$ cat config.mk
export PLATFORM = sky130hd
export DESIGN_NAME = uart_fifo_status_reset_shadow
export DESIGN_NICKNAME = d
export VERILOG_FILES = /design/src/common/uart_fss_pkg.sv /design/src/queue_level_counter.sv /design/src/ctrl_reset_sync.sv /design/src/uart_fifo_status_reset_shadow.sv
export SDC_FILE = /design/constraint.sdc
export NUM_CORES = 1
export LEC_CHECK = 0
export BUFFER_PORTS_ARGS = -buffer_cell sky130_fd_sc_hd__buf_2
export CAP_MARGIN = 20
export CORE_AREA = 5 5 111 113
export CTS_CLUSTER_SIZE = 30
export DETAILED_ROUTE_END_ITERATION = 8
export DIE_AREA = 0 0 116 118
export PLACE_DENSITY = 0.65
export SLEW_MARGIN = 40
export SYNTH_ARGS = -nofsm -noshare
export SYNTH_HDL_FRONTEND = slang
export SYNTH_SLANG_ARGS = --single-unit
$ cat constraint.sdc
create_clock -name clk_i -period 8.4 [get_ports clk_i]
set_clock_uncertainty 0.15 [all_clocks]
set_input_delay 1.26 -clock clk_i [delete_from_list [all_inputs] [get_ports clk_i]]
set_output_delay 1.26 -clock clk_i [all_outputs]
set_load 0.005 [all_outputs]
$ cat src/common/uart_fss_pkg.sv
package uart_fss_pkg;
    // bus and field widths
    localparam int unsigned ADDR_W      = 32;
    localparam int unsigned DATA_W      = 32;
    localparam int unsigned BE_W        = 4;
    localparam int unsigned REG_W       = 16;
    localparam int unsigned LEVEL_W     = 16;
    localparam int unsigned DEPTH_DEF   = 16;
    localparam int unsigned SYNC_STAGES = 2;
    localparam int unsigned THR_W       = 8;
    localparam int unsigned IRQ_W       = 2;

    // register byte addresses
    localparam logic [ADDR_W-1:0] OFS_FIFO_STATUS   = 32'h5000107C;
    localparam logic [ADDR_W-1:0] OFS_TX_FILL       = 32'h50001080;
    localparam logic [ADDR_W-1:0] OFS_RX_FILL       = 32'h50001084;
    localparam logic [ADDR_W-1:0] OFS_SOFT_RESET    = 32'h50001088;
    localparam logic [ADDR_W-1:0] OFS_SEND_SHADOW   = 32'h5000108C;
    localparam logic [ADDR_W-1:0] OFS_MODEM_CTRL    = 32'h500010C0;
    localparam logic [ADDR_W-1:0] OFS_QUEUE_CTRL    = 32'h500010C4;
    localparam logic [ADDR_W-1:0] OFS_IRQ_STATUS    = 32'h500010C8;
    localparam logic [ADDR_W-1:0] OFS_IRQ_MASK      = 32'h500010CC;

    // fifo_status fields
    localparam int unsigned ST_RX_FULL_BIT  = 4;
    localparam int unsigned ST_RX_NE_BIT    = 3;
    localparam int unsigned ST_TX_EMPTY_BIT = 2;
    localparam int unsigned ST_TX_NF_BIT    = 1;
    // software_reset fields
    localparam int unsigned SR_TX_CLR_BIT   = 2;
    localparam int unsigned SR_RX_CLR_BIT   = 1;
    localparam int unsigned SR_CTRL_RST_BIT = 0;
    // send_request_shadow field
    localparam int unsigned SH_RTS_BIT      = 0;
    // modem_control_register fields
    localparam int unsigned MC_RTS_BIT      = 1;
    localparam int unsigned MC_LOOP_BIT     = 4;
    localparam int unsigned MC_AFC_BIT      = 5;
    // queue_control_register fields
    localparam int unsigned QC_EN_BIT       = 0;
    localparam int unsigned QC_RX_CLR_BIT   = 1;
    localparam int unsigned QC_TX_CLR_BIT   = 2;
    localparam int unsigned QC_THR_LSB      = 8;
    // interrupt fields
    localparam int unsigned IRQ_RX_FULL_BIT  = 0;
    localparam int unsigned IRQ_TX_EMPTY_BIT = 1;

    // reset values
    localparam logic [REG_W-1:0]   MC_RST       = 16'h0000;
    localparam logic               QC_EN_RST    = 1'h0;
    localparam logic [THR_W-1:0]   QC_THR_RST   = 8'h00;
    localparam logic [IRQ_W-1:0]   IRQ_RST      = 2'h0;
    localparam logic [LEVEL_W-1:0] LEVEL_RST    = 16'h0000;
    localparam logic [DATA_W-1:0]  RDATA_RST    = 32'h00000000;
    localparam logic               RTS_N_RST    = 1'h1;
endpackage : uart_fss_pkg

$ cat src/queue_level_counter.sv
`timescale 1ns/1ps
`default_nettype none
module queue_level_counter #(
    parameter int unsigned DEPTH   = uart_fss_pkg::DEPTH_DEF,
    parameter int unsigned LEVEL_W = uart_fss_pkg::LEVEL_W
) (
    input  wire logic               clk_i,
    input  wire logic               clear_i,
    input  wire logic               push_i,
    input  wire logic               pop_i,
    output logic [LEVEL_W-1:0]      level_o,
    output logic                    full_o,
    output logic                    empty_o
);
    import uart_fss_pkg::*;

    localparam logic [LEVEL_W-1:0] DEPTH_L = LEVEL_W'(DEPTH);

    logic [LEVEL_W-1:0] level_r;
    logic               push_ok;
    logic               pop_ok;

    // a push into a full queue or a pop from an empty one is dropped
    assign push_ok = push_i & ~full_o;
    assign pop_ok  = pop_i & ~empty_o;
    assign full_o  = (level_r == DEPTH_L);
    assign empty_o = (level_r == LEVEL_RST);
    assign level_o = level_r;

    // fill count; clear wins over any push or pop in the same cycle
    always_ff @(posedge clk_i) begin
        if (clear_i) begin
            level_r <= LEVEL_RST;
        end else if (push_ok & ~pop_ok) begin
            level_r <= level_r + LEVEL_W'(1);
        end else if (pop_ok & ~push_ok) begin
            level_r <= level_r - LEVEL_W'(1);
        end
    end

    // the count never passes the depth
    level_bound_a: assert property (@(posedge clk_i) disable iff (clear_i)
        level_r <= DEPTH_L)
        else $error("fill level above depth");

    // a clear empties the queue at the next edge
    level_clear_a: assert property (@(posedge clk_i)
        clear_i |=> (level_r == LEVEL_RST))
        else $error("fill level not zero after clear");
endmodule : queue_level_counter
`default_nettype wire

$ cat src/ctrl_reset_sync.sv
`timescale 1ns/1ps
`default_nettype none
module ctrl_reset_sync #(
    parameter int unsigned STAGES = uart_fss_pkg::SYNC_STAGES
) (
    input  wire logic   clk_i,
    input  wire logic   async_rst_i,
    input  wire logic   sync_rst_i,
    output logic        rst_o
);
    import uart_fss_pkg::*;

    logic [STAGES-1:0] hold_r;

    // asserts at once, releases only after STAGES clock edges
    always_ff @(posedge clk_i or posedge async_rst_i) begin
        if (async_rst_i) begin
            hold_r <= '1;
        end else if (sync_rst_i) begin
            hold_r <= '1;
        end else begin
            hold_r <= {hold_r[STAGES-2:0], 1'b0};
        end
    end

    assign rst_o = hold_r[STAGES-1];
endmodule : ctrl_reset_sync
`default_nettype wire

$ cat src/uart_fifo_status_reset_shadow.sv
`timescale 1ns/1ps
`default_nettype none
module uart_fifo_status_reset_shadow #(
    parameter int unsigned DEPTH = uart_fss_pkg::DEPTH_DEF
) (
    input  wire logic                              clk_i,
    input  wire logic                              sys_rst_i,
    input  wire logic [uart_fss_pkg::ADDR_W-1:0]   avs_address_i,
    input  wire logic [uart_fss_pkg::BE_W-1:0]     avs_byteenable_i,
    input  wire logic                              avs_read_i,
    input  wire logic                              avs_write_i,
    input  wire logic [uart_fss_pkg::DATA_W-1:0]   avs_writedata_i,
    output logic [uart_fss_pkg::DATA_W-1:0]        avs_readdata_o,
    output logic                                   avs_waitrequest_o,
    input  wire logic                              tx_push_i,
    input  wire logic                              tx_pop_i,
    input  wire logic                              rx_push_i,
    input  wire logic                              rx_pop_i,
    output logic                                   fifo_enable_o,
    output logic                                   auto_flow_o,
    output logic                                   loopback_o,
    output logic                                   rts_n_o,
    output logic                                   loop_cts_o,
    output logic                                   ctrl_rst_o,
    output logic                                   irq_o
);
    import uart_fss_pkg::*;

    localparam logic [LEVEL_W-1:0] DEPTH_L = LEVEL_W'(DEPTH);

    logic                 ack_r, bus_req, wr_en, rd_cap;
    logic [REG_W-1:0]     lane_mask, wdata_m, status_val, mc_r;
    logic                 hit_srr, hit_qc, hit_mc, hit_sh, hit_is, hit_im;
    logic [DATA_W-1:0]    rd_val, readdata_r;
    logic                 ur_req_r, ctrl_rst, any_rst;
    logic                 fifo_en_r, fifo_dis, tx_clr, rx_clr;
    logic [THR_W-1:0]     rx_thr_r;
    logic [LEVEL_W-1:0]   tx_level, rx_level;
    logic                 tx_full, tx_empty, rx_full, rx_empty;
    logic                 mc_rts, mc_loop, mc_afc, thr_hit;
    logic                 rts_n_nxt, rts_n_r, loop_cts_r;
    logic                 rx_full_d_r, tx_empty_d_r, irq_r;
    logic [IRQ_W-1:0]     irq_set, irq_status_r, irq_mask_r;

    ////////////////////////////////////////////////////////////////////////
    // avalon slave: every access is answered at the second edge

    assign bus_req           = avs_read_i | avs_write_i;
    assign avs_waitrequest_o = bus_req & ~ack_r;
    assign wr_en             = avs_write_i & ack_r;
    assign rd_cap            = avs_read_i & ~ack_r;
    assign avs_readdata_o    = readdata_r;

    // one-cycle wait then acknowledge
    always_ff @(posedge clk_i) begin
        if (sys_rst_i) begin
            ack_r <= 1'b0;
        end else begin
            ack_r <= bus_req & ~ack_r;
        end
    end

    // byte lanes gate the write data; a disabled lane leaves its fields unchanged and sets no clear bit
    assign lane_mask = {{8{avs_byteenable_i[1]}}, {8{avs_byteenable_i[0]}}};
    assign wdata_m   = avs_writedata_i[REG_W-1:0] & lane_mask;

    // address decode
    assign hit_srr = (avs_address_i == OFS_SOFT_RESET);
    assign hit_qc  = (avs_address_i == OFS_QUEUE_CTRL);
    assign hit_mc  = (avs_address_i == OFS_MODEM_CTRL);
    assign hit_sh  = (avs_address_i == OFS_SEND_SHADOW);
    assign hit_is  = (avs_address_i == OFS_IRQ_STATUS);
    assign hit_im  = (avs_address_i == OFS_IRQ_MASK);

    ////////////////////////////////////////////////////////////////////////
    // read path

    // status word; reserved bits stay zero
    always_comb begin
        status_val                  = '0;
        status_val[ST_RX_FULL_BIT]  = rx_full;
        status_val[ST_RX_NE_BIT]    = ~rx_empty;
        status_val[ST_TX_EMPTY_BIT] = tx_empty;
        status_val[ST_TX_NF_BIT]    = ~tx_full;
    end

    // read mux; unmapped and write-only locations read zero
    always_comb begin
        rd_val = '0;
        case (avs_address_i)
            OFS_FIFO_STATUS: rd_val[REG_W-1:0] = status_val;
            OFS_TX_FILL:     rd_val[LEVEL_W-1:0] = tx_level;
            OFS_RX_FILL:     rd_val[LEVEL_W-1:0] = rx_level;
            OFS_SEND_SHADOW: rd_val[SH_RTS_BIT] = mc_rts;
            OFS_MODEM_CTRL:  rd_val[REG_W-1:0] = mc_r;
            OFS_QUEUE_CTRL: begin
                rd_val[QC_EN_BIT] = fifo_en_r;
                rd_val[QC_THR_LSB +: THR_W] = rx_thr_r;
            end
            OFS_IRQ_STATUS:  rd_val[IRQ_W-1:0] = irq_status_r;
            OFS_IRQ_MASK:    rd_val[IRQ_W-1:0] = irq_mask_r;
            default:         rd_val = '0;
        endcase
    end

    // read data held from the first cycle of a read
    always_ff @(posedge clk_i) begin
        if (sys_rst_i) begin
            readdata_r <= RDATA_RST;
        end else if (rd_cap) begin
            readdata_r <= rd_val;
        end
    end

    ////////////////////////////////////////////////////////////////////////
    // whole-controller reset

    // request pulse lasts one cycle; zero writes leave it low
    always_ff @(posedge clk_i) begin
        if (sys_rst_i) begin
            ur_req_r <= 1'b0;
        end else begin
            ur_req_r <= wr_en & hit_srr & wdata_m[SR_CTRL_RST_BIT];
        end
    end

    // asynchronous assertion, clocked release
    ctrl_reset_sync #(
        .STAGES      (SYNC_STAGES)
    ) u_ctrl_rst (
        .clk_i       (clk_i),
        .async_rst_i (ur_req_r),
        .sync_rst_i  (sys_rst_i),
        .rst_o       (ctrl_rst)
    );

    // the serial-clock side takes the same reset and syncs its release
    assign ctrl_rst_o = ctrl_rst;
    assign any_rst    = sys_rst_i | ctrl_rst;

    ////////////////////////////////////////////////////////////////////////
    // modem and queue control

    // modem control; the shadow touches only the send bit
    always_ff @(posedge clk_i) begin
        if (any_rst) begin
            mc_r <= MC_RST;
        end else if (wr_en & hit_mc & avs_byteenable_i[0]) begin
            mc_r[MC_RTS_BIT]  <= wdata_m[MC_RTS_BIT];
            mc_r[MC_LOOP_BIT] <= wdata_m[MC_LOOP_BIT];
            mc_r[MC_AFC_BIT]  <= wdata_m[MC_AFC_BIT];
        end else if (wr_en & hit_sh & avs_byteenable_i[0]) begin
            mc_r[MC_RTS_BIT] <= wdata_m[SH_RTS_BIT];
        end
    end

    assign mc_rts  = mc_r[MC_RTS_BIT];
    assign mc_loop = mc_r[MC_LOOP_BIT];
    assign mc_afc  = mc_r[MC_AFC_BIT];

    // queue enable and receive threshold
    always_ff @(posedge clk_i) begin
        if (any_rst) begin
            fifo_en_r <= QC_EN_RST;
        end else if (wr_en & hit_qc & avs_byteenable_i[0]) begin
            fifo_en_r <= wdata_m[QC_EN_BIT];
        end
    end

    always_ff @(posedge clk_i) begin
        if (any_rst) begin
            rx_thr_r <= QC_THR_RST;
        end else if (wr_en & hit_qc & avs_byteenable_i[1]) begin
            rx_thr_r <= wdata_m[QC_THR_LSB +: THR_W];
        end
    end

    // clear requests are pulses, so nothing needs releasing
    assign fifo_dis = wr_en & hit_qc & avs_byteenable_i[0] & fifo_en_r &
                      ~wdata_m[QC_EN_BIT];
    assign tx_clr = any_rst | fifo_dis |
                    (wr_en & hit_srr & wdata_m[SR_TX_CLR_BIT]) |
                    (wr_en & hit_qc & wdata_m[QC_TX_CLR_BIT]);
    assign rx_clr = any_rst | fifo_dis |
                    (wr_en & hit_srr & wdata_m[SR_RX_CLR_BIT]) |
                    (wr_en & hit_qc & wdata_m[QC_RX_CLR_BIT]);

    ////////////////////////////////////////////////////////////////////////
    // fill counters

    queue_level_counter #(
        .DEPTH   (DEPTH),
        .LEVEL_W (LEVEL_W)
    ) u_tx_level (
        .clk_i   (clk_i),
        .clear_i (tx_clr),
        .push_i  (tx_push_i),
        .pop_i   (tx_pop_i),
        .level_o (tx_level),
        .full_o  (tx_full),
        .empty_o (tx_empty)
    );

    queue_level_counter #(
        .DEPTH   (DEPTH),
        .LEVEL_W (LEVEL_W)
    ) u_rx_level (
        .clk_i   (clk_i),
        .clear_i (rx_clr),
        .push_i  (rx_push_i),
        .pop_i   (rx_pop_i),
        .level_o (rx_level),
        .full_o  (rx_full),
        .empty_o (rx_empty)
    );

    ////////////////////////////////////////////////////////////////////////
    // request-to-send pin

    assign thr_hit = (rx_level > LEVEL_W'(rx_thr_r));

    // low means ready to exchange data
    always_comb begin
        if (mc_loop) begin
            rts_n_nxt = 1'b1;
        end else if (mc_afc & fifo_en_r) begin
            rts_n_nxt = ~(mc_rts & ~thr_hit);
        end else begin
            rts_n_nxt = ~mc_rts;
        end
    end

    // pin and loopback return are registered
    always_ff @(posedge clk_i) begin
        if (any_rst) begin
            rts_n_r    <= RTS_N_RST;
            loop_cts_r <= 1'b0;
        end else begin
            rts_n_r    <= rts_n_nxt;
            loop_cts_r <= mc_loop & mc_rts;
        end
    end

    assign rts_n_o       = rts_n_r;
    assign loop_cts_o    = loop_cts_r;
    assign fifo_enable_o = fifo_en_r;
    assign auto_flow_o   = mc_afc;
    assign loopback_o    = mc_loop;

    ////////////////////////////////////////////////////////////////////////
    // interrupts: sticky on rising full / empty, write one to clear

    always_ff @(posedge clk_i) begin
        if (any_rst) begin
            rx_full_d_r  <= 1'b0;
            tx_empty_d_r <= 1'b1;
        end else begin
            rx_full_d_r  <= rx_full;
            tx_empty_d_r <= tx_empty;
        end
    end

    assign irq_set[IRQ_RX_FULL_BIT]  = rx_full & ~rx_full_d_r;
    assign irq_set[IRQ_TX_EMPTY_BIT] = tx_empty & ~tx_empty_d_r;

    // a new event wins over a clear in the same cycle
    always_ff @(posedge clk_i) begin
        if (any_rst) begin
            irq_status_r <= IRQ_RST;
        end else if (wr_en & hit_is) begin
            irq_status_r <= (irq_status_r & ~wdata_m[IRQ_W-1:0]) | irq_set;
        end else begin
            irq_status_r <= irq_status_r | irq_set;
        end
    end

    always_ff @(posedge clk_i) begin
        if (any_rst) begin
            irq_mask_r <= IRQ_RST;
        end else if (wr_en & hit_im & avs_byteenable_i[0]) begin
            irq_mask_r <= wdata_m[IRQ_W-1:0];
        end
    end

    always_ff @(posedge clk_i) begin
        if (any_rst) begin
            irq_r <= 1'b0;
        end else begin
            irq_r <= |(irq_status_r & irq_mask_r);
        end
    end

    assign irq_o = irq_r;

    ////////////////////////////////////////////////////////////////////////
    // checks

    rx_flags_read_a: assert property (@(posedge clk_i) disable iff (any_rst)
        (rd_cap && avs_address_i == OFS_FIFO_STATUS) |=>
        (avs_readdata_o[ST_RX_FULL_BIT] == ($past(rx_level) == DEPTH_L)) &&
        (avs_readdata_o[ST_RX_NE_BIT] == ($past(rx_level) != LEVEL_RST)))
        else $error("receive flags wrong");
    tx_flags_read_a: assert property (@(posedge clk_i) disable iff (any_rst)
        (rd_cap && avs_address_i == OFS_FIFO_STATUS) |=>
        (avs_readdata_o[ST_TX_EMPTY_BIT] == ($past(tx_level) == LEVEL_RST)) &&
        (avs_readdata_o[ST_TX_NF_BIT] == ($past(tx_level) != DEPTH_L)))
        else $error("transmit flags wrong");
    level_read_a: assert property (@(posedge clk_i) disable iff (any_rst)
        (rd_cap && avs_address_i == OFS_RX_FILL) |=>
        (avs_readdata_o == {16'h0000, $past(rx_level)}))
        else $error("receive level read wrong");
    tx_clear_a: assert property (@(posedge clk_i) disable iff (sys_rst_i)
        (wr_en && (hit_srr || hit_qc) && wdata_m[SR_TX_CLR_BIT]) |=>
        (tx_level == LEVEL_RST) ##1 (avs_waitrequest_o || !avs_write_i))
        else $error("transmit clear missed");
    rx_clear_a: assert property (@(posedge clk_i) disable iff (sys_rst_i)
        (wr_en && hit_srr && wdata_m[SR_RX_CLR_BIT]) |=>
        (rx_level == LEVEL_RST))
        else $error("receive clear missed");
    self_clear_a: assert property (@(posedge clk_i) disable iff (sys_rst_i)
        (rd_cap && avs_address_i == OFS_SOFT_RESET) |=>
        (avs_readdata_o == RDATA_RST))
        else $error("reset register reads nonzero");
    soft_reset_a: assert property (@(posedge clk_i) disable iff (sys_rst_i)
        (wr_en && hit_srr && wdata_m[SR_CTRL_RST_BIT]) |=> ctrl_rst_o[*3])
        else $error("controller reset too short");
    zero_write_a: assert property (@(posedge clk_i) disable iff (sys_rst_i)
        (wr_en && hit_srr && wdata_m[2:0] == 3'h0 && !ur_req_r &&
         !ctrl_rst_o) |=> !ctrl_rst_o)
        else $error("zero write caused reset");
    shadow_rts_a: assert property (@(posedge clk_i) disable iff (any_rst)
        (wr_en && hit_sh && avs_byteenable_i[0]) |=>
        (mc_rts == $past(avs_writedata_i[SH_RTS_BIT])))
        else $error("shadow send bit not stored");
    rts_direct_a: assert property (@(posedge clk_i) disable iff (any_rst)
        (!mc_loop && !mc_afc) |=> (rts_n_o == !$past(mc_rts)))
        else $error("rts_n not following send bit");
    rts_gate_a: assert property (@(posedge clk_i) disable iff (any_rst)
        (mc_afc && fifo_en_r && !mc_loop && thr_hit) |=> rts_n_o)
        else $error("rts_n low above threshold");
    rts_loop_a: assert property (@(posedge clk_i) disable iff (any_rst)
        mc_loop |=> (rts_n_o && loop_cts_o == $past(mc_rts)))
        else $error("loopback rts handling wrong");
    fifo_disable_a: assert property (@(posedge clk_i) disable iff (sys_rst_i)
        fifo_dis |=> (tx_level == LEVEL_RST && rx_level == LEVEL_RST))
        else $error("disable did not empty queues");
endmodule : uart_fifo_status_reset_shadow
`default_nettype wire

==> flow_metrics.py, run 1 <==
metrics = {
    "power": {
        "ir_drop_v": 0.000142,
        "power_per_cell_area_nw_per_um2": 215,
        "power_w": 0.00123,
        "p_leak_nw": 2.46,
    },
    "die": {
        "ioPinCount": 116,
        "core_area_um2": 11200,
        "die_area_um2": 13700,
        "die_x_um": 116,
        "start_util_pct": 44.2,
        "rows": 39,
        "chipHeight_um": 118,
    },
    "logic_synthesis": {
        "netlist_area_um2": 4960,
        "synthDistinctLibCells": 70,
        "async_reset_ff_share_pct": 2.74,
        "synth_edf_count": 0,
        "synthFlopType": "dfxtp_1",
        "ys_ff_latch": 73,
        "syn_area_per_cell_um2": 8.00,
        "syn_inst": 620,
        "synth.yosys.seq_area_share_pct": 29.7,
        "yosysWarnings": 0,
    },
    "grt": {
        "grt_pass1_wl_mm": 22.3,
        "track_usage_pct": 19.9,
        "antenna_found_initial": 0,
        "grt_pass1_vias": 4608,
        "grt_max_degree": 31,
        "grt_overflow_total": 0,
    },
    "sta": {
        "slew_headroom_pct": 52.3,
        "final_hold_viol_count": 0,
        "period_share_pct": 55.5,
        "setup_tns_ns": 0,
        "setup-violations-final": 0,
        "hold_ws_ns": 0.0640,
        "worst_pin_slew_ns": 0.714,
        "rsz0062_at_grt": "no",
        "fmax_mhz": 215,
        "fin_crit_ns": 4.66,
        "finalMaxSlewViolations": 0,
    },
    "detailed_routing": {
        "drtPass1Iterations": 5,
        "drcViolationCount": 0,
        "drt-vias-per-instance": 5.68,
        "postRouteAntennaNets": 0,
        "drtIter0Drc": 205,
        "via_count": 4741,
        "totalWireLength_mm": 13.3,
        "avgRoutedWirePerCell_um": 15.9,
    },
    "clock_network": {
        "ctsResizeCount": 0,
        "cts_made_buffers": 9,
        "cts.sinks": 73,
        "holdBufCountCts": 0,
        "clockRootBuffer": "clkbuf_16",
        "clk_pin_slew_worst_paths_ns": 0.06,
        "ctsHtreeMaxLevel": 3,
        "insertion_delay_ns": 0.34,
        "postCtsSetupRepairBufs": 0,
        "tritoncts": "built",
        "cts_buffer_depth": 2,
    },
    "worst_setup_path": {
        "crit_type": "flip-flop to flip-flop",
        "worstPathMaxFanout": 17,
        "arrival_ns": 4.73,
        "end_kind": "flip-flop",
        "start_kind": "flip-flop",
        "crit_required_ns": 8.47,
    },
    "layout": {
        "multi_input_area_um2": 3250,
        "area_growth_syn_to_layout_pct": 15.2,
        "layout.nets": 805,
        "regArea_um2": 1470,
        "n_fill_cell": 1105,
        "design_area_um2": 5710,
        "diodes": 0,
        "drive_gt1_share_pct": 16.8,
    },
    "placed_design": {
        "place_congestion": 0.853,
        "placed_cell_area_um2": 5390,
        "hpwl_mm": 10.4,
        "io_buffers": 78,
    },
    "job": {
        "maxCapViolCount": 0,
    },
    "outcome": {
        "status": "finished, final reports clean",
    },
    "min_path": {
        "hp-class": "flip-flop to async pin",
    },
}
[worst max-delay path: stages (launching register included)]
cell and delay [ns]:
dfxtp_1 0.35, nor4_1 0.27, nand2_1 0.16, nor3_1 0.46, nand2b_1 0.18, ha_2 0.25, inv_1 0.31, ha_1 0.44
o211ai_1 0.19, a21oi_1 0.10, o41ai_1 0.52, o21ai_0 0.29, a21o_1 0.23, a21oi_1 0.19, nor4_1 0.07, or3_1 0.37
[logic make-up (layout without fill, tap and decap cells)]
| family | after synthesis | in the layout | synth area share, % |
|---|---|---|---|
| other cells | 1 | 16 | 0.0756 |
| simple gates | 255 | 255 | 25.7 |
| flops | 73 | 73 | 29.7 |
| xor+xnor | 19 | 19 | 3.35 |
| buf+inv | 60 | 117 | 6.05 |
| mux | 21 | 21 | 4.29 |
| compound gates | 149 | 149 | 19.9 |
| fa+ha+maj | 42 | 42 | 10.9 |
[cells in the mapped netlist (all sizes together), types with 4 or more instances]
| cell type | n | share of area, % |
|---|---|---|
| nor2 | 85 | 6.4 |
| dfxtp | 71 | 29 |
| nand2 | 62 | 4.7 |
| a21oi | 52 | 5.3 |
| ha | 40 | 10 |
| o21ai | 26 | 2.6 |
| buf | 24 | 3.3 |
| inv | 20 | 1.5 |
| mux2i | 19 | 3.8 |
| nand3 | 18 | 1.9 |
| nor3 | 17 | 1.7 |
| clkbuf | 15 | 1.1 |
| nor4 | 13 | 2.2 |
| xnor2 | 12 | 2.1 |
| a21o | 11 | 1.7 |
| a22oi | 11 | 1.7 |
| nand2b | 11 | 1.4 |
| a22o | 9 | 1.6 |
| nand4 | 9 | 1.3 |
| and3 | 7 | 0.88 |
| xor2 | 7 | 1.2 |
| nor3b | 6 | 1.0 |
| a211oi | 5 | 0.86 |
| nor2b | 5 | 0.63 |
| o211ai | 5 | 0.76 |
| nand4b | 4 | 0.71 |
| nor4b | 4 | 0.83 |
| o31a | 4 | 0.71 |
| or3 | 4 | 0.50 |
[layout make-up]
cell class	count	area share, %
multi-input cells	502	57.0
flip-flops and latches	73	25.8
repair buffers	80	7.09
clock buffers	12	4.31
well taps	143	3.13
inverters	21	1.38
clock inverters	4	1.34
[path summary, 6_finish.rpt]
| check | startpoint | endpoint | slack (ns) | cells after the start |
|---|---|---|---|---|
| min in group clk_i | avs_readdata_o[7]$_SDFFE_PP0P_ | avs_readdata_o[7]$_SDFFE_PP0P_ | 0.30 | 2 |
| hold reg to reg | ur_req_r$_SDFF_PP0_ | u_ctrl_rst.hold_r[0]$_DFF_PP1_ | 0.06 | 1 |
| setup reg to reg | u_rx_level.level_o[8]$_SDFFE_PP0P_ | u_rx_level.level_o[12]$_SDFFE_PP0P_ | 3.74 | 15 |
| setup / recovery | u_rx_level.level_o[8]$_SDFFE_PP0P_ | u_rx_level.level_o[12]$_SDFFE_PP0P_ | 3.74 | 15 |
| hold / removal | ur_req_r$_SDFF_PP0_ | u_ctrl_rst.hold_r[0]$_DFF_PP1_ | 0.06 | 1 |
| max in group asynchronous | ur_req_r$_SDFF_PP0_ | u_ctrl_rst.hold_r[0]$_DFF_PP1_ | 8.02 | 1 |
[sequential cells by signal (all words and copies together) (netlist names), 2 cells and up]
| name | flops |
|---|---|
| irq_status_r | 2 |
| u_ctrl_rst.hold_r | 2 |
| u_rx_level.level_o | 16 |
| mc_r | 3 |
| rx_thr_r | 8 |
| avs_readdata_o | 16 |
| irq_mask_r | 2 |
| u_tx_level.level_o | 16 |
[routing by layer]
metal  vias up  global-route usage, %  wire [µm]
met3        27                   2.93        862
li1       2349                      -          -
met4         0                   7.98        340
met2       146                   31.0       6140
met1      2219                   27.4       5980
met5         -                      0          0
[where the power goes]
group	leakage [nW]	total [W]	internal (W)	switching, W
clock	0.153	0.000417	0.000269	0.000148
combinational	1.71	0.000426	0.000177	0.000250
sequential	0.596	0.000383	0.000362	0.0000212
[placed cells by master (no fill, tap or decap), drive strengths merged, types with 5 or more instances in the layout]
| cell | Yosys | layout |
|---|---|---|
| a211oi | 5 | 5 |
| a21o | 11 | 11 |
| clkbuf | 15 | 12 |
| nor2b | 5 | 5 |
| nand2b | 11 | 11 |
| dfxtp | 71 | 71 |
| xnor2 | 12 | 12 |
| mux2i | 19 | 19 |
| and3 | 7 | 7 |
| nor2 | 85 | 85 |
| a22o | 9 | 9 |
| a22oi | 11 | 11 |
| conb | 1 | 16 |
| buf | 24 | 80 |
| nand2 | 62 | 62 |
| nor4 | 13 | 13 |
| inv | 20 | 20 |
| ha | 40 | 40 |
| o211ai | 5 | 5 |
| a21oi | 52 | 52 |
| nand4 | 9 | 9 |
| nand3 | 18 | 18 |
| o21ai | 26 | 26 |
| xor2 | 7 | 7 |
| nor3b | 6 | 6 |
| nor3 | 17 | 17 |
[stage by stage]
| step | instances | utilization, % | worst slack, ns |
|---|---|---|---|
| 2_1_floorplan | 635 | - | 4.18 |
| 3_3_place_gp | 818 | 47.9 | 3.61 |
| 3_5_place_dp | 819 | 48.0 | 3.53 |
| 4_1_cts | 835 | 50.9 | 3.64 |
| 5_1_grt | 835 | 50.9 | 3.34 |
| 6_report | 835 | 50.9 | 3.74 |
Power figures use the tool's default switching activity.
==> run 2, diff against run 1 <==
--- a/config.mk
+++ b/config.mk
@@ -11,7 +11,7 @@
 export CTS_CLUSTER_SIZE = 30
 export DETAILED_ROUTE_END_ITERATION = 8
 export DIE_AREA = 0 0 116 118
-export PLACE_DENSITY = 0.65
+export PLACE_DENSITY = 0.68
 export SLEW_MARGIN = 40
 export SYNTH_ARGS = -nofsm -noshare
 export SYNTH_HDL_FRONTEND = slang
==> constraint.sdc (replaced) <==
create_clock -name clk_i -period 4 [get_ports clk_i]
set_clock_uncertainty 0.15 [all_clocks]
set_input_delay 0.6 -clock clk_i [delete_from_list [all_inputs] [get_ports clk_i]]
set_output_delay 0.6 -clock clk_i [all_outputs]
set_load 0.005 [all_outputs]
==> run 2 against run 1 <==
Net effect:
- largest power group unchanged
- core utilization is 3.0 points higher
- die area stayed put
- first-iteration DRC count is 46% higher
- combinational power is 150% higher
- sequential cell count stayed put
- clock-buffer cell count is 2 lower
- wire length is 1.8% higher
- maximum frequency is 26% higher
- sequential power is 110% higher
- worst setup slack worse by 3.4 ns
==> flow_metrics.py, run 2 (synthesis results as in run 1) <==
metrics = {
    "worst_setup_path": {
        "r2r_slack_ns": 0.31,
        "arrival_ns": 3.74,
        "worstReg2RegEnd": "u_rx_level.level_o[15]$_SDFFE_PP0P_",
        "r2r-start": "u_rx_level.level_o[12]$_SDFFE_PP0P_",
        "start_kind": "flip-flop",
        "crit_required_ns": 4.05,
        "end_kind": "flip-flop",
        "crit_type": "flip-flop to flip-flop",
        "worstPathMaxFanout": 8,
        "r2r_cells": 15,
    },
    "clock_network": {
        "cts_buffer_depth": 2,
        "cts.sinks": 73,
        "insertion_delay_ns": 0.33,
        "holdBufCountCts": 0,
        "clk_pin_slew_worst_paths_ns": 0.06,
        "tritoncts": "built",
        "cts_made_buffers": 9,
        "clockRootBuffer": "clkbuf_16",
        "ctsHtreeMaxLevel": 3,
    },
    "sta": {
        "fmax_mhz": 271,
        "finalMaxSlewViolations": 0,
        "period_share_pct": 92.2,
        "hold_ws_ns": 0.0590,
        "layout_setup_ws_ns": 0.310,
        "fin_crit_ns": 3.69,
        "final_hold_viol_count": 0,
        "setup-violations-final": 0,
        "setup_tns_ns": 0,
        "slew_headroom_pct": 60.4,
        "worst_pin_slew_ns": 0.593,
    },
    "die": {
        "start_util_pct": 44.2,
        "die_area_um2": 13700,
        "chipHeight_um": 118,
        "core_area_um2": 11200,
        "die_x_um": 116,
        "rows": 39,
        "ioPinCount": 116,
    },
    "grt": {
        "grt_pass1_wl_mm": 21.7,
        "use_met1_pct": 25.3,
        "top_usage_layer": "met2",
        "antenna_found_initial": 0,
        "grt_use_met3_pct": 3.60,
        "track_usage_pct": 19.4,
        "grtUsageMet2_pct": 31.0,
        "grt_overflow_total": 0,
        "grt_pass1_vias": 4587,
        "grt_max_degree": 31,
    },
    "outcome": {
        "status": "finished, final reports clean",
    },
    "power": {
        "ir_drop_v": 0.000253,
        "power_per_cell_area_nw_per_um2": 436,
        "power_w": 0.00264,
        "p_leak_nw": 2.68,
    },
    "detailed_routing": {
        "avgRoutedWirePerCell_um": 15.5,
        "via_count": 4906,
        "drtIter0Drc": 299,
        "drt-vias-per-instance": 5.61,
        "drtPass1Iterations": 5,
        "totalWireLength_mm": 13.6,
        "drcViolationCount": 0,
        "postRouteAntennaNets": 0,
    },
    "placed_design": {
        "pre_cts_ws_ns": -0.118,
        "place_congestion": 0.896,
        "io_buffers": 78,
        "hpwl_mm": 10.7,
    },
    "layout": {
        "area_growth_syn_to_layout_pct": 22.1,
        "drive_gt1_share_pct": 23.0,
        "final_util_pct": 54.0,
        "layout.nets": 846,
        "diodes": 0,
        "mostFrequentLayoutCell": "nor2_1",
        "most-common-layout-cells": "84 x nor2_1, 78 x buf_2, 71 x dfxtp_1, 61 x nand2_1, 50 x a21oi_1",
    },
    "min_path": {
        "hp-class": "flip-flop to async pin",
    },
    "job": {
        "maxCapViolCount": 0,
    },
}
==> run 2: cell types whose count changed in the layout (fill, tap and decap cells not counted), sizes merged <==
| cell | change |
|---|---|
| buf | +41 |
| bufinv | -1 |
| clkinv | +2 |
| clkbuf | -2 |
==> run 2: layout make-up <==
| cell class | count | area (µm²) |
|---|---|---|
| clock buffers | 10 | 239 |
| multi-input cells | 502 | 3310 |
| clock inverters | 5 | 56.3 |
| inverters | 21 | 81.3 |
| fillers | 1084 | 5170 |
| flip-flops and latches | 73 | 1470 |
| well taps | 143 | 179 |
| repair buffers | 121 | 717 |
==> run 2: how the worst max path moves through the flow <==
stage	cells after the start	to	start	slack, ns
2_1_floorplan	16	u_rx_level.level_o[12]$_SDFFE_PP0P_	u_rx_level.level_o[8]$_SDFFE_PP0P_	0.11
3_3_place_gp	16	u_rx_level.level_o[15]$_SDFFE_PP0P_	u_rx_level.level_o[12]$_SDFFE_PP0P_	-0.05
3_5_place_dp	16	u_rx_level.level_o[14]$_SDFFE_PP0P_	u_rx_level.level_o[12]$_SDFFE_PP0P_	-0.12
4_1_cts	16	u_rx_level.level_o[15]$_SDFFE_PP0P_	u_rx_level.level_o[12]$_SDFFE_PP0P_	0.01
5_1_grt	16	u_tx_level.level_o[14]$_SDFFE_PP0P_	u_tx_level.level_o[2]$_SDFFE_PP0P_	-0.007
6_report	15	u_rx_level.level_o[15]$_SDFFE_PP0P_	u_rx_level.level_o[12]$_SDFFE_PP0P_	0.31
==> run 2: power by group <==
group	total (W)	internal (W)	switching, W	leakage [nW]
Sequential	0.000792	0.000761	0.0000310	0.596
Clock	0.000793	0.000495	0.000298	0.144
Combinational	0.00106	0.000478	0.000579	1.94
==> run 2: stage by stage <==
stage               std cells  area, µm²
floorplan                 635       5020
global placement          855       5660
detailed placement        855       5660
CTS                       870       5970
global route              875       6060
finish                    875       6060
==> run 2: per-layer routing <==
layer / part of all wire, % / routed length [µm]
met5: 0 / 0
met4: 3.0 / 409
met3: 7.6 / 1040
met2: 46 / 6230
met1: 43 / 5880
==> run 2: what timing repair did <==
action                                  4_1_cts  5_1_grt
setup buffers                                 0        5
pin swaps                                     0        8
endpoints found under the setup margin        3        6
hold endpoints to repair                      0        0
gates resized for setup                       5       11
==> run 2: critical path, cell delays in order (launching register included) <==
cell and delay (ns):
dfxtp_1 0.31, nor4_2 0.27, nand2_1 0.14, nor3_1 0.26, nand2b_1 0.15, ha_2 0.21
inv_4 0.07, ha_1 0.31, o211ai_1 0.22, o211ai_1 0.17, a41o_1 0.24, a21o_1 0.21
a21oi_4 0.17, nor3_1 0.08, or4_1 0.45, nor3b_1 0.14
==> run 3, diff against run 2 <==
--- a/config.mk
+++ b/config.mk
@@ -7,11 +7,13 @@
 export LEC_CHECK = 0
 export BUFFER_PORTS_ARGS = -buffer_cell sky130_fd_sc_hd__buf_2
 export CAP_MARGIN = 20
-export CORE_AREA = 5 5 111 113
+export CELL_PAD_IN_SITES_DETAIL_PLACEMENT = 0
+export CELL_PAD_IN_SITES_GLOBAL_PLACEMENT = 1
+export CORE_AREA = 5 5 124 126
 export CTS_CLUSTER_SIZE = 30
 export DETAILED_ROUTE_END_ITERATION = 8
-export DIE_AREA = 0 0 116 118
-export PLACE_DENSITY = 0.68
+export DIE_AREA = 0 0 129 131
+export PLACE_DENSITY = 0.73
 export SLEW_MARGIN = 40
 export SYNTH_ARGS = -nofsm -noshare
 export SYNTH_HDL_FRONTEND = slang
==> run 3 against run 2 <==
Net effect:
- sequential cell count unchanged
- critical path type unchanged
- global-route usage down 2.7 points
- clock-buffer cell count decreased by 1
- critical path depth is 2 higher
- largest cell class unchanged
- core utilization fell by 9.4 points
- die area grew 23%
- hold slack got worse by 0.0019 ns
- combinational power is 6% higher
- total power up 5.9%
- worst setup slack got worse by 0.12 ns
- via count is 0.77% lower
==> flow_metrics.py, run 3 (synthesis results as in run 1) <==
metrics = {
    "grt": {
        "antenna_found_initial": 0,
        "track_usage_pct": 16.7,
        "grt_pass1_vias": 4705,
        "grt_max_degree": 31,
        "grt_overflow_total": 0,
        "grt_pass1_wl_mm": 22.9,
    },
    "placed_design": {
        "hpwl_mm": 11.3,
        "place_congestion": 0.855,
        "io_buffers": 78,
        "pre_cts_ws_ns": -0.140,
        "place_inst": 914,
    },
    "clock_network": {
        "tritoncts": "built",
        "insertion_delay_ns": 0.34,
        "cts_buffer_depth": 2,
        "clk_pin_slew_worst_paths_ns": 0.06,
        "holdBufCountCts": 0,
        "cts_made_buffers": 9,
        "clockRootBuffer": "clkbuf_16",
        "cts.sinks": 73,
        "ctsHtreeMaxLevel": 3,
    },
    "layout": {
        "area_growth_syn_to_layout_pct": 27.5,
        "diodes": 0,
        "layout.nets": 864,
        "most-common-layout-cells": "84 x nor2_1, 78 x buf_2, 71 x dfxtp_1, 61 x nand2_1, 60 x buf_4",
        "mostFrequentLayoutCell": "nor2_1",
        "final_cells": 935,
        "drive_gt1_share_pct": 25.4,
    },
    "power": {
        "p_leak_nw": 2.78,
        "switching_share_pct": 34.2,
        "combinationalPowerShare_pct": 40.1,
        "p_clk_share_pct": 31.7,
        "p_seq_share_pct": 28.2,
        "switching_power_w": 0.000958,
        "intPower_w": 0.00184,
        "ir_drop_v": 0.000239,
        "power_per_cell_area_nw_per_um2": 442,
        "power_w": 0.00280,
    },
    "detailed_routing": {
        "drt-vias-per-instance": 5.21,
        "drtIter0Drc": 284,
        "totalWireLength_mm": 14.3,
        "drcViolationCount": 0,
        "drtPass1Iterations": 5,
        "avgRoutedWirePerCell_um": 15.3,
        "via_count": 4868,
        "postRouteAntennaNets": 0,
    },
    "worst_setup_path": {
        "r2r-start": "u_rx_level.level_o[15]$_SDFFE_PP0P_",
        "start_kind": "flip-flop",
        "r2r_slack_ns": 0.19,
        "arrival_ns": 3.86,
        "crit_required_ns": 4.05,
        "end_kind": "flip-flop",
        "worstPathMaxFanout": 7,
        "r2r_cells": 17,
        "worstReg2RegEnd": "u_rx_level.level_o[15]$_SDFFE_PP0P_",
        "crit_type": "flip-flop to flip-flop",
    },
    "sta": {
        "layout_setup_ws_ns": 0.190,
        "period_share_pct": 95.3,
        "fmax_mhz": 262,
        "setup-violations-final": 0,
        "hold_ws_ns": 0.0571,
        "fin_crit_ns": 3.81,
        "final_hold_viol_count": 0,
        "slew_headroom_pct": 60.8,
        "finalMaxSlewViolations": 0,
        "worst_pin_slew_ns": 0.589,
    },
    "min_path": {
        "hp-class": "flip-flop to async pin",
    },
    "die": {
        "core_area_um2": 14200,
        "chipHeight_um": 131,
        "die_x_um": 129,
        "die_area_um2": 16900,
        "ioPinCount": 116,
        "start_util_pct": 34.9,
        "rows": 44,
    },
    "outcome": {
        "status": "finished, final reports clean",
    },
    "job": {
        "maxCapViolCount": 0,
    },
}
[run 3: changes by cell type in the layout (fill, tap and decap cells not counted), sizes merged]
cell	previous run	this run
clkinv	4	3
bufinv	1	2
clkinvlp	1	2
buf	121	139
clkbuf	10	9
inv	20	21
[run 3: worst max-delay path: stages (launching register included)]
cell	delay [ns]
dfxtp_1	0.32
nor4_2	0.30
nand2_1	0.16
nor3_2	0.17
nand2b_4	0.17
ha_4	0.14
clkinv_4	0.09
buf_4	0.15
ha_4	0.26
o211ai_1	0.10
o211ai_1	0.27
a41o_1	0.25
a21o_1	0.14
a21oi_2	0.06
buf_4	0.15
o2111a_1	0.26
or4_1	0.39
nor3b_1	0.15
[run 3: worst max path at each step]
| stage | startpoint | endpoint | slack [ns] | cells after the start |
|---|---|---|---|---|
| 3_3_place_gp | u_rx_level.level_o[12]$_SDFFE_PP0P_ | u_rx_level.level_o[14]$_SDFFE_PP0P_ | -0.13 | 17 |
| 4_1_cts | u_rx_level.level_o[12]$_SDFFE_PP0P_ | u_rx_level.level_o[15]$_SDFFE_PP0P_ | 0.03 | 19 |
| 3_5_place_dp | u_rx_level.level_o[12]$_SDFFE_PP0P_ | u_rx_level.level_o[14]$_SDFFE_PP0P_ | -0.14 | 17 |
| 5_1_grt | u_rx_level.level_o[15]$_SDFFE_PP0P_ | u_rx_level.level_o[14]$_SDFFE_PP0P_ | -0.02 | 17 |
| 6_report | u_rx_level.level_o[15]$_SDFFE_PP0P_ | u_rx_level.level_o[15]$_SDFFE_PP0P_ | 0.19 | 17 |
| 2_1_floorplan | u_rx_level.level_o[8]$_SDFFE_PP0P_ | u_rx_level.level_o[12]$_SDFFE_PP0P_ | 0.11 | 16 |
[run 3: cell type report]
class                      instances  area, µm²
timing repair buffer             139        856
sequential                        73       1470
inverter                          21       83.8
multi-input combinational        502       3360
fill                            1466       7880
tap                              184        230
clock buffer                       9        225
clock inverter                     7        101
[run 3: power by group through the flow]
stage	logic [W]	clock network, W	registers (W)
3_5_place_dp	0.00104	0	0.000803
6_report	0.00112	0.000887	0.000789
5_1_grt	0.00126	0.000940	0.000793
2_1_floorplan	0.000719	0	0.000803
3_3_place_gp	0.00101	0	0.000802
4_1_cts	0.00105	0.000904	0.000787
[run 3: metrics by stage]
step	instance area, µm²	TNS [ns]	util (%)
3_5_place_dp	5850	-0.336	41.2
6_report	6330	0	44.5
2_1_floorplan	5020	0	-
5_1_grt	6330	-0.0360	44.5
3_3_place_gp	5840	-0.204	41.1
4_1_cts	6190	0	43.6
[run 3: routing by layer]
| metal | track usage [%] | up-vias | routed length (µm) |
|---|---|---|---|
| li1 | - | 2456 | - |
| met1 | 22.0 | 2247 | 6590 |
| met2 | 27.8 | 147 | 6560 |
| met3 | 3.05 | 18 | 911 |
| met4 | 5.37 | 0 | 220 |
| met5 | 0 | - | 0 |
[run 3: what timing repair did]
item	CTS	global route
endpoints found under the hold margin	0	0
pin swaps	0	10
buffers inserted	0	5
setup endpoints to repair	3	5
gates resized for setup	4	18
